`config.mk`:
```
export PLATFORM = sky130hd
export DESIGN_NAME = sice_top
export DESIGN_NICKNAME = d
export VERILOG_FILES = /design/src/rtl/sice_top.v /design/src/rtl/sice_en_bank.v
export VERILOG_INCLUDE_DIRS = /design/src /design/src/rtl
export SDC_FILE = /design/constraint.sdc
export NUM_CORES = 1
export LEC_CHECK = 0
export BUFFER_PORTS_ARGS = -buffer_cell sky130_fd_sc_hd__buf_2
export CORE_MARGIN = 1
export CORE_UTILIZATION = 54
export CTS_BUF_LIST = sky130_fd_sc_hd__clkbuf_2
export CTS_CLUSTER_SIZE = 16
export DETAILED_ROUTE_END_ITERATION = 10
export PLACE_DENSITY = 0.83
export SLEW_MARGIN = 20
export SYNTH_ARGS = -nofsm -noshare
export SYNTH_HDL_FRONTEND = slang
export SYNTH_SLANG_ARGS = --single-unit
```
`constraint.sdc`:
```
create_clock -name i_ref_clk -period 2.3 [get_ports i_ref_clk]
set_input_delay 0.46 -clock i_ref_clk [delete_from_list [all_inputs] [get_ports i_ref_clk]]
set_output_delay 0.46 -clock i_ref_clk [all_outputs]
set_load 0.05 [all_outputs]
```
`src/rtl/sice_defs.vh`:
```
`ifndef SICE_DEFS_VH
`define SICE_DEFS_VH

// Register offsets (byte addresses)
`define SICE_OFS_EN_CLEAR 8'h00
`define SICE_OFS_EN_SET 8'h04
`define SICE_OFS_CORE_REG 8'h3C
`define SICE_OFS_REF_VOLT 8'h40
`define SICE_OFS_PLL_CTRL_A 8'h44
`define SICE_OFS_PLL_RATIO 8'h48
`define SICE_OFS_PLL_CTRL_B 8'h4C
`define SICE_OFS_PLL_STATE 8'h50

// Reset values
`define SICE_RST_EN 32'h00000000
`define SICE_RST_WORD 32'h00000000

// Implemented enable bits: 17..15 and 11..0
`define SICE_EN_IMPL_MASK 32'h00038FFF

// Enable field positions
`define SICE_BIT_XTAL_RDY 0
`define SICE_BIT_XTAL32K_RDY 1
`define SICE_BIT_RC32K_RDY 2
`define SICE_BIT_RC8M_RDY 3
`define SICE_BIT_FLL_RDY 4
`define SICE_BIT_FLL_OOB 5
`define SICE_BIT_FLL_FINE 6
`define SICE_BIT_FLL_COARSE 7
`define SICE_BIT_FLL_REFSTOP 8
`define SICE_BIT_BOD_RDY 9
`define SICE_BIT_BOD_DET 10
`define SICE_BIT_BOD_SYNC 11
`define SICE_BIT_PLL_GAINED 15
`define SICE_BIT_PLL_LOST 16
`define SICE_BIT_PLL_TIMEOUT 17

// Widths of the storage registers
`define SICE_MASK_W8 32'h000000FF
`define SICE_MASK_W16 32'h0000FFFF
`define SICE_MASK_W32 32'hFFFFFFFF

`endif

```
`src/rtl/sice_top.v`:
```
`timescale 1ns/1ps
`include "sice_defs.vh"

// Overview of operation
// - Registers are 8, 16 or 32 bits; 8/16/32-bit accesses are atomic.
// - Bytes and halfwords of 32-bit registers, bytes of 16-bit ones, reachable alone.
// - PLL state register is read through a synchroniser; others are direct.
// - Write-protected registers ignore writes while access protection is on.
// - Enable clear register at 0x00, 32 bits, resets to zero, write-protected.
// - Writing 0 to an enable bit leaves it unchanged.
// - Writing 1 to bit 17 clears the PLL lock timeout enable.
// - Writing 1 to bit 16 clears the PLL lock lost enable.
// - Writing 1 to bit 15 clears the PLL lock gained enable.
// - Writing 1 to bit 11 clears the brown-out sync ready enable.
// - An enabled source with its flag set requests an interrupt; disabled never.
// - Bits 7..0 map to loop locks, bounds, ready and oscillator ready enables.
module sice_top (
	input wire i_ref_clk, // Peripheral bus clock
	input wire i_rst, // Sync reset, active high
	input wire i_wr_en, // Write strobe
	input wire i_rd_en, // Read strobe
	input wire [7:0] i_addr, // Byte address, word aligned
	input wire [3:0] i_byte_en, // Byte lanes
	input wire [31:0] i_wdata, // Write data
	input wire i_wp_on, // Access protection active
	input wire [31:0] i_irq_flags, // Interrupt flags, same clock
	input wire [7:0] i_pll_state, // PLL state from other domain
	output reg [31:0] o_rdata, // Read data
	output reg o_rvalid, // Read data valid pulse
	output reg o_irq, // Interrupt request
	output reg [15:0] o_core_reg, // Core regulator control
	output reg [31:0] o_ref_volt, // Reference voltage control
	output reg [7:0] o_pll_ctrl_a, // PLL control A
	output reg [31:0] o_pll_ratio, // PLL ratio
	output reg [31:0] o_pll_ctrl_b // PLL control B
);

	wire [31:0] enable;
	wire wr_ok;
	wire set_wr;
	wire clr_wr;
	reg [7:0] state_s1_reg;
	reg [7:0] state_s2_reg;
	reg [7:0] state_s3_reg;
	reg [7:0] state_sync_reg;
	reg [31:0] rdata_next;
	reg [15:0] core_next;
	reg [31:0] ref_volt_next;
	reg [7:0] pll_ctrl_a_next;
	reg [31:0] pll_ratio_next;
	reg [31:0] pll_ctrl_b_next;
	reg [31:0] core_wide;
	reg [31:0] ctrl_a_wide;
	wire [31:0] pending;

	function [31:0] lane_mask;
		input [3:0] be;
		begin
			lane_mask = {{8{be[3]}}, {8{be[2]}}, {8{be[1]}}, {8{be[0]}}};
		end
	endfunction

	function [31:0] merge;
		input [31:0] old_val;
		input [31:0] new_val;
		input [3:0] be;
		input [31:0] width_mask;
		reg [31:0] m;
		begin
			m = lane_mask(be) & width_mask;
			merge = (old_val & ~m) | (new_val & m);
		end
	endfunction

	assign wr_ok = i_wr_en & ~i_wp_on;
	assign set_wr = wr_ok & (i_addr == `SICE_OFS_EN_SET);
	assign clr_wr = wr_ok & (i_addr == `SICE_OFS_EN_CLEAR);

	sice_en_bank u_en_bank (
		.i_ref_clk(i_ref_clk),
		.i_rst(i_rst),
		.i_set_wr(set_wr),
		.i_clr_wr(clr_wr),
		.i_byte_en(i_byte_en),
		.i_wdata(i_wdata),
		.o_enable(enable)
	);

	// Synchroniser for the PLL state; update once stages two and three agree
	always @(posedge i_ref_clk) begin
		if (i_rst) begin
			state_s1_reg <= 8'h00;
			state_s2_reg <= 8'h00;
			state_s3_reg <= 8'h00;
			state_sync_reg <= 8'h00;
		end else begin
			state_s1_reg <= i_pll_state;
			state_s2_reg <= state_s1_reg;
			state_s3_reg <= state_s2_reg;
			if (state_s2_reg == state_s3_reg) begin
				state_sync_reg <= state_s3_reg;
			end
		end
	end

	// Next values of the storage registers, lanes kept within the register width
	always @* begin
		core_wide = merge({16'h0000, o_core_reg}, i_wdata, i_byte_en,
			`SICE_MASK_W16);
		ctrl_a_wide = merge({24'h000000, o_pll_ctrl_a}, i_wdata, i_byte_en,
			`SICE_MASK_W8);
		core_next = o_core_reg;
		ref_volt_next = o_ref_volt;
		pll_ctrl_a_next = o_pll_ctrl_a;
		pll_ratio_next = o_pll_ratio;
		pll_ctrl_b_next = o_pll_ctrl_b;
		if (wr_ok) begin
			case (i_addr)
				`SICE_OFS_CORE_REG: begin
					core_next = core_wide[15:0];
				end
				`SICE_OFS_REF_VOLT: begin
					ref_volt_next = merge(o_ref_volt, i_wdata, i_byte_en,
						`SICE_MASK_W32);
				end
				`SICE_OFS_PLL_CTRL_A: begin
					pll_ctrl_a_next = ctrl_a_wide[7:0];
				end
				`SICE_OFS_PLL_RATIO: begin
					pll_ratio_next = merge(o_pll_ratio, i_wdata, i_byte_en,
						`SICE_MASK_W32);
				end
				`SICE_OFS_PLL_CTRL_B: begin
					pll_ctrl_b_next = merge(o_pll_ctrl_b, i_wdata, i_byte_en,
						`SICE_MASK_W32);
				end
				default: begin
					pll_ctrl_b_next = o_pll_ctrl_b;
				end
			endcase
		end
	end

	// Storage registers
	always @(posedge i_ref_clk) begin
		if (i_rst) begin
			o_core_reg <= 16'h0000;
			o_ref_volt <= `SICE_RST_WORD;
			o_pll_ctrl_a <= 8'h00;
			o_pll_ratio <= `SICE_RST_WORD;
			o_pll_ctrl_b <= `SICE_RST_WORD;
		end else begin
			o_core_reg <= core_next;
			o_ref_volt <= ref_volt_next;
			o_pll_ctrl_a <= pll_ctrl_a_next;
			o_pll_ratio <= pll_ratio_next;
			o_pll_ctrl_b <= pll_ctrl_b_next;
		end
	end

	// Read mux; unmapped addresses read zero
	always @* begin
		case (i_addr)
			`SICE_OFS_EN_CLEAR: begin
				rdata_next = enable & `SICE_EN_IMPL_MASK;
			end
			`SICE_OFS_EN_SET: begin
				rdata_next = enable & `SICE_EN_IMPL_MASK;
			end
			`SICE_OFS_CORE_REG: begin
				rdata_next = {16'h0000, o_core_reg};
			end
			`SICE_OFS_REF_VOLT: begin
				rdata_next = o_ref_volt;
			end
			`SICE_OFS_PLL_CTRL_A: begin
				rdata_next = {24'h000000, o_pll_ctrl_a};
			end
			`SICE_OFS_PLL_RATIO: begin
				rdata_next = o_pll_ratio;
			end
			`SICE_OFS_PLL_CTRL_B: begin
				rdata_next = o_pll_ctrl_b;
			end
			`SICE_OFS_PLL_STATE: begin
				rdata_next = {24'h000000, state_sync_reg};
			end
			default: begin
				rdata_next = 32'h00000000;
			end
		endcase
		// Unselected byte lanes read zero
		rdata_next = rdata_next & lane_mask(i_byte_en);
	end

	// Sources both flagged and enabled
	assign pending = i_irq_flags & enable & `SICE_EN_IMPL_MASK;

	// Read port
	always @(posedge i_ref_clk) begin
		if (i_rst) begin
			o_rdata <= 32'h00000000;
			o_rvalid <= 1'b0;
		end else begin
			o_rvalid <= i_rd_en;
			if (i_rd_en) begin
				o_rdata <= rdata_next;
			end
		end
	end

	// Interrupt request, one cycle after a flag or enable change
	always @(posedge i_ref_clk) begin
		if (i_rst) begin
			o_irq <= 1'b0;
		end else begin
			o_irq <= |pending;
		end
	end

endmodule // sice_top

```
`src/rtl/sice_en_bank.v`:
```
`timescale 1ns/1ps
`include "sice_defs.vh"

module sice_en_bank (
	input wire i_ref_clk, // Clock
	input wire i_rst, // Sync reset, active high
	input wire i_set_wr, // Write to the set view
	input wire i_clr_wr, // Write to the clear view
	input wire [3:0] i_byte_en, // Byte lanes of the write
	input wire [31:0] i_wdata, // Write data
	output wire [31:0] o_enable // Shared enable vector
);

	reg [31:0] enable_reg;
	reg [31:0] enable_next;
	reg [31:0] hit;

	function [31:0] lane_mask;
		input [3:0] be;
		begin
			lane_mask = {{8{be[3]}}, {8{be[2]}}, {8{be[1]}}, {8{be[0]}}};
		end
	endfunction

	always @* begin
		hit = i_wdata & lane_mask(i_byte_en) & `SICE_EN_IMPL_MASK;
		enable_next = enable_reg;
		if (i_clr_wr) begin
			enable_next = enable_reg & ~hit;
		end
		if (i_set_wr) begin
			enable_next = enable_reg | hit;
		end
	end

	always @(posedge i_ref_clk) begin
		if (i_rst) begin
			enable_reg <= `SICE_RST_EN;
		end else begin
			enable_reg <= enable_next;
		end
	end

	assign o_enable = enable_reg;

endmodule // sice_en_bank

```
Word level (Yosys, flattened, before mapping)
Index checks and enable logic that the tools add are counted.

operators by class
  equality and inequality tests = 8
  mux-type cells = 3
  bitwise operators = 25
  reduce and logical (&&, ||, !) cells = 9

operators with widths
  operator            count
  $pmux 32 s7         1
  $and 32x32->32      6
  $or 32x32->32       3
  $mux 32             2
  $eq 8x7->1 const B  5
  $and 16x16->16      2
  $not 18->32         1
  $not 32->32         1
  $or 32x18->32       1
  $and 18x18->18      1
  $and 8x8->8         2
  $not 16->16         1
  $or 16x16->16       1
  $reduce_or 15->1    1
  $reduce_and 2->1    5
  $eq 8x3->1 const B  1
  $eq 8x6->1 const B  1
  $eq 8x8->1          1
  $logic_not 8->1     1
  $not 8->8           1
  $or 8x8->8          1
  $and 1x1->1         3
  $reduce_bool 2->1   1
  $reduce_or 2->1     1
  $not 1->1           1

storage, ports and cells
  register bits = 218
  input port bits = 89
  logic and storage cells = 58

Depth between registers and ports, before layout
  depth after elaboration = 5
  depth in mapped cells = 8
  depth with buffers taken out = 5

Cells and area by module
Synthesis repeated with hierarchy kept, for this count alone.

second synthesis, totals
  cell total of the unflattened synthesis = 967
  area total of the unflattened synthesis = 8,660.8 sq um

modules (own cells, without submodules)
  module        instances  cells each  area an instance (sq um)
  sice_top      1          867         7,749.9
  sice_en_bank  1          100         910.9

Worst setup path after synthesis
No wires, ideal clock.

  kind = input port to flip-flop
  from = input i_addr[4]
  to = register with a tool-made name
  library setup time = 0.070 ns
  data arrival time = 1.839 ns
  path slack = 0.391 ns
  stages on the path = 8
  path through = buf_4 -> nor4_4 -> and2_1 -> buf_6 -> and3_4 -> buf_6 -> nand3_1 -> a21oi_1

RTL lines
  what         line           source
  from (decl)  sice_top.v:22  input wire [7:0] i_addr,

==> impl_metrics.xml <==
<?xml version="1.0" encoding="UTF-8"?>
<metrics>
  <group name="min_path">
    <metric name="worst_hold_path.num_cells" unit="">3</metric>
    <metric name="min_from" unit="">i_irq_flags[7]</metric>
    <metric name="holdPathEnd" unit="">o_irq$_SDFF_PP0_</metric>
    <metric name="hold_path.class" unit="">primary input to register</metric>
  </group>
  <group name="sta">
    <metric name="fin_setup_tns" unit="ps">0</metric>
    <metric name="period_minus_slack" unit="ps">1950</metric>
    <metric name="setup_repair_after_global_routing_missed_its_margin" unit="">false</metric>
    <metric name="finalMaxSlewViolations" unit="">0</metric>
    <metric name="report.final.setup_viol" unit="">0</metric>
    <metric name="worst_slew_margin_rel" unit="">0.487</metric>
    <metric name="worst_pin_slew" unit="ps">766</metric>
    <metric name="finalClockSkew" unit="ps">55.6</metric>
    <metric name="hold_viol" unit="">0</metric>
    <metric name="timing.fmax" unit="MHz">512</metric>
    <metric name="final_critical_path_share_of_the_clock_period" unit="">0.849</metric>
  </group>
  <group name="critical_path">
    <metric name="worst_path_dominant_cell_family" unit="">flip-flops</metric>
    <metric name="worstRegToRegCells" unit="">4</metric>
    <metric name="timing.critical_path.fanout_max" unit="">3</metric>
    <metric name="crit_path_start_kind" unit="">register</metric>
    <metric name="cp.buffers_inverters" unit="">1</metric>
    <metric name="peak_per_stage_delay_on_the_critical_path" unit="ps">410</metric>
    <metric name="cpMaxStageDelayCell" unit="">sky130_fd_sc_hd__dfxtp_1</metric>
    <metric name="reg2reg_to" unit="">o_irq$_SDFF_PP0_</metric>
    <metric name="endpoint_kind" unit="">output pin</metric>
    <metric name="crit_required" unit="ps">1840</metric>
    <metric name="worstPathCellList" unit="">buf_2</metric>
    <metric name="setup.reg_to_reg.worst_slack" unit="ps">620</metric>
    <metric name="critical_path_class" unit="">register to output pin</metric>
    <metric name="critPathArrivalTime" unit="ps">1490</metric>
  </group>
  <group name="yosys">
    <metric name="synth_top_family_by_area" unit="">simple AND/OR/NAND/NOR gates</metric>
    <metric name="synthesis.nets" unit="">1077</metric>
    <metric name="number_of_enable_flip_flop_cells_after_synthesis" unit="">0</metric>
    <metric name="yosys_warnings" unit="">0</metric>
    <metric name="synth-async-reset-ratio" unit="">0</metric>
    <metric name="synth-main-ff-cell" unit="">sky130_fd_sc_hd__dfxtp_1</metric>
    <metric name="synth.mux.area_fraction" unit="">0.0776</metric>
    <metric name="yosysTopAreaCellShare" unit="">0.475</metric>
    <metric name="synthSimpleGateAreaFrac" unit="">0.240</metric>
    <metric name="post_synth_num_cell_types" unit="">57</metric>
    <metric name="summed_instance_area_of_the_synthesized_netlist" unit="um2">8460</metric>
    <metric name="synth-adder-area-share" unit="">0</metric>
    <metric name="synth_seq_cells" unit="">201</metric>
    <metric name="yosys-top-cells-area" unit="">sky130_fd_sc_hd__dfxtp_1, sky130_fd_sc_hd__nand2_1, sky130_fd_sc_hd__mux2i_1, sky130_fd_sc_hd__a21oi_1, sky130_fd_sc_hd__nand3_1</metric>
    <metric name="number_of_instances_in_the_synthesized_netlist" unit="">988</metric>
    <metric name="avgSynthCellArea" unit="um2">8.57</metric>
    <metric name="synth_compound_gate_area_share" unit="">0.157</metric>
    <metric name="synth_top_area_cell" unit="">sky130_fd_sc_hd__dfxtp_1</metric>
    <metric name="yosysSeqAreaShare" unit="">0.475</metric>
    <metric name="synthXorXnorAreaFrac" unit="">0.00828</metric>
  </group>
  <group name="power">
    <metric name="leakage_component_of_the_power" unit="nW">4.70</metric>
    <metric name="sequentialPowerShare" unit="">0.570</metric>
    <metric name="p_per_area" unit="nW/um2">572</metric>
    <metric name="finalPower" unit="mW">6.16</metric>
    <metric name="swShare" unit="">0.274</metric>
    <metric name="netSwitchingPower" unit="mW">1.68</metric>
    <metric name="vdd_drop_max" unit="uV">317</metric>
    <metric name="p_comb_frac" unit="">0.075</metric>
    <metric name="p_int" unit="mW">4.47</metric>
    <metric name="part_of_the_power_in_the_clock_network" unit="">0.355</metric>
  </group>
  <group name="clock_network">
    <metric name="cts_num_sinks" unit="">201</metric>
    <metric name="cts_buffers" unit="">49</metric>
    <metric name="clock_tree_from_tritoncts" unit="">built</metric>
    <metric name="postCtsSetupRepairBufs" unit="">0</metric>
    <metric name="clock_tree.buffer_depth" unit="">3</metric>
    <metric name="clk_pin_slew_worst_paths" unit="ps">100</metric>
    <metric name="htree_levels" unit="">2</metric>
    <metric name="cts_root_buffer" unit="">sky130_fd_sc_hd__clkbuf_2</metric>
    <metric name="clkLatencyLatePin" unit="ps">790</metric>
  </group>
  <group name="final_layout">
    <metric name="final_common_cell" unit="">sky130_fd_sc_hd__buf_2</metric>
    <metric name="finalNetCount" unit="">1367</metric>
    <metric name="drive_above_1_share" unit="">0.272</metric>
    <metric name="syn_to_final_growth" unit="%">27.2</metric>
    <metric name="mostFrequentLayoutCells" unit="">sky130_fd_sc_hd__buf_2, sky130_fd_sc_hd__dfxtp_1, sky130_fd_sc_hd__nand2_1, sky130_fd_sc_hd__a21oi_1, sky130_fd_sc_hd__nand3_1</metric>
  </group>
  <group name="floorplanning">
    <metric name="initial_utilization" unit="">0.555</metric>
    <metric name="ios" unit="">243</metric>
    <metric name="die_area" unit="um2">16200</metric>
    <metric name="fp.coreArea" unit="um2">15300</metric>
    <metric name="die-height" unit="um">127</metric>
    <metric name="dieWidth" unit="um">127</metric>
    <metric name="row_count" unit="">45</metric>
  </group>
  <group name="global_routing">
    <metric name="vias_in_the_first_global_route" unit="">8355</metric>
    <metric name="grt-ovfl-total" unit="">0</metric>
    <metric name="antenna_found_initial" unit="">1</metric>
    <metric name="gr-usage-all-layers" unit="">0.338</metric>
    <metric name="grt_max_degree" unit="">131</metric>
    <metric name="global_route_wire_length_before_repair" unit="um">42900</metric>
  </group>
  <group name="route">
    <metric name="ant_nets" unit="">0</metric>
    <metric name="detail_route.vias_per_cell" unit="">5.93</metric>
    <metric name="dr_total_vias" unit="">9004</metric>
    <metric name="wl" unit="um">27800</metric>
    <metric name="drt-pass1-iter-count" unit="">9</metric>
    <metric name="detail_route.wl_per_cell" unit="um">18.3</metric>
    <metric name="first_iter_violations" unit="">1106</metric>
    <metric name="drc" unit="">0</metric>
  </group>
  <group name="status">
    <metric name="outcome" unit="">complete, no violations</metric>
  </group>
  <group name="placement">
    <metric name="globalplace.congestion" unit="">0.902</metric>
    <metric name="dpl.hpwl" unit="um">18600</metric>
    <metric name="io_buffer_count" unit="">225</metric>
  </group>
  <group name="run">
    <metric name="max-cap-violations" unit="">0</metric>
  </group>
</metrics>
## power groups by stage
stage                     logic (mW)  registers, mW  clock network (mW)
final                          0.463           3.51                2.19
after CTS                      0.448           3.51                2.21
after detailed placement       0.389           3.59                   0
after floorplan                0.206           3.59                   0
after global routing           0.487           3.51                2.40
after global placement         0.387           3.59                   0
## through the flow
step | cells | util | setup slack [ps] | hold WS, ps | cell area, um2
3_5_place_dp | 1393 | 0.650 | 58.6 | 426 | 9920
4_1_cts | 1518 | 0.705 | 307 | 22.8 | 10800
6_report | 1519 | 0.705 | 348 | 69.9 | 10800
3_3_place_gp | 1393 | 0.650 | 102 | 421 | 9920
2_1_floorplan | 988 | - | 391 | 414 | 8460
5_1_grt | 1519 | 0.705 | 296 | 65.7 | 10800
## kinds of logic after synthesis
family                    Yosys count
buffers and inverters              76
xor gates and xnor gates            8
DFF                               201
muxes                              65
AOI/OAI and AO/OA                 213
and+or+nand+nor                   425
## layout make-up
type / count / area (um2)
clock inverter: 11 / 45.0
inverter: 2 / 7.51
fill: 1209 / 4490
sequential: 201 / 4020
clock buffer: 69 / 345
timing repair buffer: 313 / 1990
antenna: 1 / 2.50
multi-input combinational: 711 / 4090
tap: 211 / 264
## cell usage after synthesis, types with 3 or more instances
cell type	number
sky130_fd_sc_hd__a21oi_1	118
sky130_fd_sc_hd__a22oi_1	19
sky130_fd_sc_hd__and4b_1	3
sky130_fd_sc_hd__a221oi_1	14
sky130_fd_sc_hd__nor4_1	3
sky130_fd_sc_hd__a32o_1	6
sky130_fd_sc_hd__xor2_1	8
sky130_fd_sc_hd__nand2_1	171
sky130_fd_sc_hd__buf_4	3
sky130_fd_sc_hd__nor2_1	71
sky130_fd_sc_hd__nor3b_1	3
sky130_fd_sc_hd__and3_1	7
sky130_fd_sc_hd__clkbuf_1	39
sky130_fd_sc_hd__a22o_1	4
sky130_fd_sc_hd__nand3_1	110
sky130_fd_sc_hd__nor2b_1	28
sky130_fd_sc_hd__a222oi_1	7
sky130_fd_sc_hd__mux2i_1	60
sky130_fd_sc_hd__buf_2	28
sky130_fd_sc_hd__a32oi_1	7
sky130_fd_sc_hd__and3b_1	3
sky130_fd_sc_hd__mux2_2	5
sky130_fd_sc_hd__dfxtp_1	201
sky130_fd_sc_hd__o21ai_0	20
sky130_fd_sc_hd__buf_6	3
sky130_fd_sc_hd__nor3_1	4
sky130_fd_sc_hd__nand4_1	3
## worst max path at each step
stage               startpoint              end  slack (ps)  depth (start not counted)
floorplan            i_addr[4]         register         390                          8
global placement     i_addr[5]         register         100                          6
CTS                   register   o_pll_ratio[0]         310                          1
detailed placement   i_addr[5]         register          60                          6
finish                register    o_ref_volt[4]         350                          1
global route          register  o_pll_ctrl_b[7]         300                          1
## repair_timing
item,in CTS,in global routing
hold endpoints to repair,117,0
gates resized for setup,0,0
hold buffers,45,0
## per-layer routing
layer / share of wire / up-vias / routed length, um / GRT usage
li1: - / 4118 / - / -
met2: 0.45 / 589 / 12600 / 0.521
met1: 0.39 / 4177 / 10800 / 0.433
met3: 0.10 / 120 / 2820 / 0.0741
met4: 0.056 / 0 / 1550 / 0.208
met5: 0 / - / 0 / 0
Power figures use the tool's default switching activity.
